==> src/design/efbi_pkg.sv <==
/*
 Package for the external flash bus interface: widths, timing counts and
 data constants shared by the flash end and the master end.
 Assumes a single 20 MHz clock and an active-low asynchronous reset.
*/
// Functional notes
// Flash latches address on every write cycle; the code latches only while flash reset and byte mode are high.
// Master drives data for command and writes.
// Flash drives data to reader on reads.
// Flash active only while chip enable low.
// Flash reset low blocks writes, holds reset.
// Output drivers enabled only during output enable.
// Write strobe rising edge captures address, data.
// Controller never drives write protect.
// Keep write protect high for boot block.
// Ready/busy reports write or erase done.
// Byte mode held high, word access only.
// Address up to 21 bits, size-dependent.
// External master waits for controller release.
// Status line low keeps controller off bus.
// Never read and write strobes together.
package efbi_pkg;
   localparam int ADDR_W = 21;
   localparam int DATA_W = 16;
   // Unused top address bits per density: 16M, 8M, 4M
   localparam int UNUSED_16M = 1;
   localparam int UNUSED_8M = 2;
   localparam int UNUSED_4M = 3;
   // Flash memory words modelled (kept small)
   localparam int MEM_WORDS = 256;
   // Program busy time in ns and derived cycles
   localparam int CLK_NS = 50;
   localparam int PROG_NS = 500;
   localparam int PROG_CYC = (PROG_NS + CLK_NS - 1) / CLK_NS;
   // Master strobe width base in cycles; the strobe lasts this plus 4 cycles
   localparam int STROBE_CYC = 2;
   localparam logic [15:0] DATA_RST = 16'h0000;
   localparam logic [15:0] ERASED = 16'hffff;
endpackage

==> src/design/efbi_if.sv <==
/*
 Interface joining flash end and master end of the parallel flash bus.
 Carries data on two separate wires, dq_m and dq_f, each with its own enable; nothing merges them.
*/
`timescale 1ns/1ps
interface efbi_if;
   logic [20:0] addr;
   logic [15:0] dq_m;
   logic dq_m_oe;
   logic [15:0] dq_f;
   logic dq_f_oe;
   logic chip_en_n;
   logic out_en_n;
   logic write_n;
   logic flash_reset_n;
   logic write_protect_n;
   logic byte_mode_n;
   logic flash_ready_busy;
   logic fpga_status_n;
   modport flash (input addr, dq_m, dq_m_oe, chip_en_n, out_en_n, write_n,
      flash_reset_n, write_protect_n, byte_mode_n, fpga_status_n,
      output dq_f, dq_f_oe, flash_ready_busy);
   modport master (output addr, dq_m, dq_m_oe, chip_en_n, out_en_n, write_n,
      flash_reset_n, write_protect_n, byte_mode_n,
      input dq_f, dq_f_oe, flash_ready_busy, fpga_status_n);
endinterface

==> src/design/efbi_flash.sv <==
/*
 Flash end: small word array behind the asynchronous strobe bus.
 Assumes the bus pins arrive from outside and are synchronised here.
*/
`timescale 1ns/1ps
module efbi_flash #(
   parameter int UNUSED_TOP = efbi_pkg::UNUSED_16M,
   parameter int WORDS = efbi_pkg::MEM_WORDS
) (
   // Clock and reset
   input wire logic clk,
   input wire logic rst_b,
   // Bus
   efbi_if.flash bus,
   // Status
   output logic standby,
   output logic write_refused
);
   if (UNUSED_TOP < 1 || UNUSED_TOP > 3 || WORDS < 2) begin : g_bad_param
      $error("efbi_flash: bad parameters");
   end
   localparam int AW = efbi_pkg::ADDR_W;
   logic [15:0] mem [WORDS];
   logic [AW-1:0] a_s1, a_s2, addr_hold;
   logic [15:0] d_s1, d_s2, data_hold;
   logic wr_pend;
   logic [4:0] c_s1, c_s2;
   logic we_prev;
   logic [7:0] busy_cnt;
   logic ce, oe, we, rp;
   // ------------------------------------------------------------
   // Pin synchronisers
   // ------------------------------------------------------------
   always_ff @(posedge clk or negedge rst_b) begin
      if (!rst_b) begin
         a_s1 <= '0;
         a_s2 <= '0;
         d_s1 <= efbi_pkg::DATA_RST;
         d_s2 <= efbi_pkg::DATA_RST;
         c_s1 <= 5'h0f;
         c_s2 <= 5'h0f;
      end else begin
         a_s1 <= bus.addr;
         a_s2 <= a_s1;
         d_s1 <= bus.dq_m;
         d_s2 <= d_s1;
         c_s1 <= {bus.byte_mode_n, bus.flash_reset_n, bus.write_n, bus.out_en_n,
            bus.chip_en_n};
         c_s2 <= c_s1;
      end
   end
   assign ce = !c_s2[0];
   assign oe = ce && !c_s2[1];
   assign we = ce && !c_s2[2];
   assign rp = c_s2[3];
   // ------------------------------------------------------------
   // Write capture on strobe rise
   // ------------------------------------------------------------
   function automatic int word_index(input logic [AW-1:0] a);
      logic [AW-1:0] m;
      m = a & ({AW{1'b1}} >> UNUSED_TOP);
      return int'(m) % WORDS;
   endfunction
   always_ff @(posedge clk or negedge rst_b) begin
      if (!rst_b) begin
         we_prev <= 1'b0;
         addr_hold <= '0;
         data_hold <= efbi_pkg::DATA_RST;
         wr_pend <= 1'b0;
         busy_cnt <= '0;
         write_refused <= 1'b0;
      end else begin
         we_prev <= we;
         write_refused <= 1'b0;
         wr_pend <= 1'b0;
         if (busy_cnt != 8'h00)
            busy_cnt <= busy_cnt - 8'h01;
         if (we && !we_prev && !rp)
            write_refused <= 1'b1;
         if (!we && we_prev && rp && c_s2[4]) begin
            addr_hold <= a_s2;
            data_hold <= d_s2;
            wr_pend <= 1'b1;
            busy_cnt <= 8'(efbi_pkg::PROG_CYC);
         end
      end
   end
   always_ff @(posedge clk) begin
      if (wr_pend)
         mem[word_index(addr_hold)] <= data_hold;
   end
   // ------------------------------------------------------------
   // Outputs
   // ------------------------------------------------------------
   always_ff @(posedge clk or negedge rst_b) begin
      if (!rst_b) begin
         bus.dq_f <= efbi_pkg::DATA_RST;
         bus.dq_f_oe <= 1'b0;
         bus.flash_ready_busy <= 1'b1;
         standby <= 1'b1;
      end else begin
         bus.dq_f <= mem[word_index(a_s2)];
         bus.dq_f_oe <= oe && rp && !we;
         bus.flash_ready_busy <= (busy_cnt == 8'h00);
         standby <= !ce;
      end
   end
endmodule

==> src/flat_wrapper.sv <==
// flat-port wrapper written by rule: the top's interface ports become plain ports
module efbi_flash_flat 
#(
   parameter int UNUSED_TOP = efbi_pkg::UNUSED_16M,
   parameter int WORDS = efbi_pkg::MEM_WORDS
)
  (clk, rst_b, standby, write_refused, bus_addr, bus_dq_m, bus_dq_m_oe, bus_chip_en_n, bus_out_en_n, bus_write_n, bus_flash_reset_n, bus_write_protect_n, bus_byte_mode_n, bus_fpga_status_n, bus_dq_f, bus_dq_f_oe, bus_flash_ready_busy);
  efbi_if bus_i ();
  input wire logic clk;
  input wire logic rst_b;
  output logic standby;
  output logic write_refused;
  input wire logic [$bits(bus_i.addr)-1:0] bus_addr;
  input wire logic [$bits(bus_i.dq_m)-1:0] bus_dq_m;
  input wire logic [$bits(bus_i.dq_m_oe)-1:0] bus_dq_m_oe;
  input wire logic [$bits(bus_i.chip_en_n)-1:0] bus_chip_en_n;
  input wire logic [$bits(bus_i.out_en_n)-1:0] bus_out_en_n;
  input wire logic [$bits(bus_i.write_n)-1:0] bus_write_n;
  input wire logic [$bits(bus_i.flash_reset_n)-1:0] bus_flash_reset_n;
  input wire logic [$bits(bus_i.write_protect_n)-1:0] bus_write_protect_n;
  input wire logic [$bits(bus_i.byte_mode_n)-1:0] bus_byte_mode_n;
  input wire logic [$bits(bus_i.fpga_status_n)-1:0] bus_fpga_status_n;
  output wire logic [$bits(bus_i.dq_f)-1:0] bus_dq_f;
  output wire logic [$bits(bus_i.dq_f_oe)-1:0] bus_dq_f_oe;
  output wire logic [$bits(bus_i.flash_ready_busy)-1:0] bus_flash_ready_busy;
  assign bus_i.addr = bus_addr;
  assign bus_i.dq_m = bus_dq_m;
  assign bus_i.dq_m_oe = bus_dq_m_oe;
  assign bus_i.chip_en_n = bus_chip_en_n;
  assign bus_i.out_en_n = bus_out_en_n;
  assign bus_i.write_n = bus_write_n;
  assign bus_i.flash_reset_n = bus_flash_reset_n;
  assign bus_i.write_protect_n = bus_write_protect_n;
  assign bus_i.byte_mode_n = bus_byte_mode_n;
  assign bus_i.fpga_status_n = bus_fpga_status_n;
  assign bus_dq_f = bus_i.dq_f;
  assign bus_dq_f_oe = bus_i.dq_f_oe;
  assign bus_flash_ready_busy = bus_i.flash_ready_busy;
  efbi_flash #(.UNUSED_TOP(UNUSED_TOP), .WORDS(WORDS)) u_core (.clk(clk), .rst_b(rst_b), .bus(bus_i), .standby(standby), .write_refused(write_refused));
endmodule
==> config.mk <==
export PLATFORM = sky130hd
export DESIGN_NAME = efbi_flash_flat
export DESIGN_NICKNAME = d
export VERILOG_FILES = /design/src/design/efbi_pkg.sv /design/src/design/efbi_if.sv /design/src/design/efbi_flash.sv /design/src/flat_wrapper.sv
export SDC_FILE = /design/constraint.sdc
export NUM_CORES = 2
export LEC_CHECK = 0
export BUFFER_PORTS_ARGS = -buffer_cell sky130_fd_sc_hd__buf_2
export CAP_MARGIN = 15
export CORE_MARGIN = 2
export CORE_UTILIZATION = 60
export DETAILED_ROUTE_END_ITERATION = 10
export PLACE_DENSITY = 0.76
export SLEW_MARGIN = 0
export SYNTH_ARGS = -nofsm -noshare
export SYNTH_HDL_FRONTEND = slang
export SYNTH_SLANG_ARGS = --single-unit
==> constraint.sdc <==
create_clock -name clk -period 4.4 [get_ports clk]
set_input_delay 0.88 -clock clk [delete_from_list [all_inputs] [get_ports clk]]
set_output_delay 0.88 -clock clk [all_outputs]
set_load 0.02 [all_outputs]
==> results.toml <==
[critical_path]
crit_top_cell = "buf_12"
slowest_delay_ns = 0.92
path_max_fanout = 26
startpoint_type = "register"
crit_chain = "buf_12 -> buf_12 -> buf_12 -> mux2i_1 -> o221ai_2 -> nor3_1 -> nor3_1 -> nand4_1 -> a2111oi_2"
cpMaxStageDelayCell = "nor3_1"
critical_path_class = "reg -> reg"
cp.required_ns = 5.22
critPathArrivalTime_ns = 4.85
path_delay_family = "simple AND/OR/NAND/NOR gates"
cp_num_buf_inv = 3
end_kind = "register"

[sta]
hold_viol_final = 0
rsz0062_at_grt = "false"
fin_tns_setup_ns = 0
worst_pin_slew_ns = 1.15
max_slew_margin = 0.234
period_share = 0.916
fmax_ghz = 0.248
min_period_ns = 4.03
finClkSkew_ns = 0.0791
slew_viol_final = 0
setup_viol = 0

[cells_and_area]
nNetsFinal = 7882
final_layout_size_suffix_gt1_frac = 0.261
seq_area_sq_um = 126000
multi_input_area_sq_um = 33100
fill_cells = 15700
final_core_util = 0.676
area_delta_synth_final_pct = 12.0

[synth]
yosysSeqAreaShare = 0.777
ys_types = 63
yosys_warnings = 0
syn_area_sq_um = 162000
synth-edff-count = 4096
synth_top_area_cell = "edfxtp_1"
synth_fp_nets = 7342
netlist_top_cells_count = "4096 x edfxtp_1, 894 x mux4_2, 471 x mux2i_1"
synth_most_common_cell = "edfxtp_1"
synth_top_cell_area_share = 0.760
async_flop_share = 0.0266
postSynthCellCount = 7294
synth.area.top_cells = "edfxtp_1 76%, mux4_2 12%, mux2i_1 2.9%, dfrtp_1 1.6%, o221ai_1 1.2%"
synth-main-ff-cell = "edfxtp_1"
synth_seq_cells = 4208
avgSynthCellArea_sq_um = 22.2

[clock_tree]
numCtsBuffers = 404
clk_latency_ns = 0.95
clk_pin_slew_worst_paths_ns = 0.07
clock_path_buffers = 4
cts_tree = "yes"
cts_max_level = 5
cts_sinks = 4208
post_cts_resized = 0
cts_root_buf = "clkbuf_16"

[detailed_routing]
drc = 0
initialDrtViolationCount = 12800
wl_per_cell_um = 34.7
via_per_inst = 6.93
dr.pass1.iters = 8
routed_wl_mm = 406
vias = 81300
postRouteAntennaNets = 0

[floorplanning]
start_util = 0.604
pin_count = 67
coreArea_sq_um = 268000
die_w_um = 523
dieArea_sq_um = 274000
die_h_um = 523
rows = 190

[power]
power_density_nw_per_um2 = 478
p_leak_nw = 58.6
power_mw = 86.7
ir_worst_vdd_mv = 0.533

[hold_path]
min_path_type = "in -> async"

[global_route]
grt_max_degree = 186
antenna_found_initial = 20
grt_util_all_layers = 0.298
grt.overflow.total = 0
top_usage_layer = "met2"
grt_pass1_wl_mm = 581
grt_pass1_vias = 80400
grt_use_met1 = 0.403
met2_usage = 0.464
met3_usage = 0.0718

[place]
routabilityCongestion = 0.941
port_buffers = 50
dp_hpwl_mm = 226

[flow_run]
cap_violations = 0

[outcome]
status = "complete, no violations"
-- layout make-up --
cell class,instances,area share
multi-input cells,2651,0.182
diodes,9,0.000124
repair buffers,561,0.0273
clock buffers,502,0.0586
well taps,3552,0.0245
clock inverters,232,0.0123
flip-flops and latches,4208,0.694
inverters,8,0.000262
-- timing repair --
action | in CTS | in global routing
hold buffers | 2 | 0
hold endpoints to repair | 2 | 0
buffers inserted | 0 | 0
-- report_power, final --
group	internal [mW]	leakage, nW	switching [mW]
combinational	1.61	13.8	4.15
sequential	46.2	38.5	0.740
clock	19.4	6.26	14.7
-- cell usage in the layout (no fill, tap or decap), types with 14 or more instances in the layout --
master / instances
edfxtp_1: 4096
o221ai_1: 216
dfrtp_4: 20
nand3_1: 31
mux4_1: 27
clkbuf_1: 89
a22oi_1: 37
clkinvlp_4: 14
mux4_2: 894
clkbuf_16: 409
o22ai_1: 98
nor2_1: 254
nand2_1: 161
bufinv_16: 38
a21oi_1: 119
nand4_1: 27
buf_12: 67
nor2_2: 40
buf_2: 49
buf_4: 441
mux2i_1: 471
a22o_1: 18
dfrtp_1: 81
clkinv_1: 90
o21ai_0: 84
nor2b_1: 14
nor3_1: 26
clkinv_2: 71
-- sequential cells by signal (all words and copies together), names as in the netlist, 5 cells and up --
name              count
u_core.a_s1           8
u_core.c_s2           5
u_core.data_hold     16
u_core.bus.dq_f      16
u_core.d_s2          16
u_core.mem         4096
u_core.a_s2           8
u_core.addr_hold      8
u_core.busy_cnt       8
u_core.d_s1          16
u_core.c_s1           5
-- cells by family after synthesis --
| group | Yosys count | synth area share |
|---|---|---|
| buffers and inverters | 435 | 0.0191 |
| muxes | 1402 | 0.159 |
| xor gates and xnor gates | 4 | 0.000217 |
| adders and majority gates | 1 | 0.0000773 |
| and+or+nand+nor | 598 | 0.0161 |
| DFF | 4208 | 0.777 |
| AOI/OAI and AO/OA | 646 | 0.0285 |
-- path summary, 6_finish.rpt --
path / cells past startpoint / endpoint / start / slack (ns)
setup / recovery: 9 / u_core.bus.dq_f[13] / u_core.a_s2[0] / 0.37
hold / removal: 1 / u_core.d_s1[2] / rst_b / 0.04
setup reg to reg: 9 / u_core.bus.dq_f[13] / u_core.a_s2[0] / 0.37
hold reg to reg: 0 / u_core.d_s2[13] / u_core.d_s1[13] / 0.34
max in group asynchronous: 2 / u_core.standby / rst_b / 3.40
min in group clk: 1 / u_core.d_s1[2] / bus_dq_m[2] / 0.05
-- routing by layer --
metal / up-vias / wire length, um
met5: - / 76
met4: 12 / 22400
met3: 1090 / 48200
met2: 6096 / 194000
met1: 42100 / 142000
li1: 32000 / -
-- per-stage QoR --
| step | worst slack (ns) | area, sq um | hold slack (ns) | instances |
|---|---|---|---|---|
| final | 0.371 | 181000 | 0.0360 | 11700 |
| after global routing | 0.256 | 181000 | 0.0145 | 11700 |
| after CTS | 0.462 | 181000 | 0.00324 | 11700 |
| after detailed placement | 0.487 | 168000 | 0.336 | 11000 |
| after global placement | 0.535 | 168000 | 0.335 | 11000 |
| after floorplan | 0.413 | 162000 | 0.331 | 7294 |
Power figures use the tool's default switching activity.
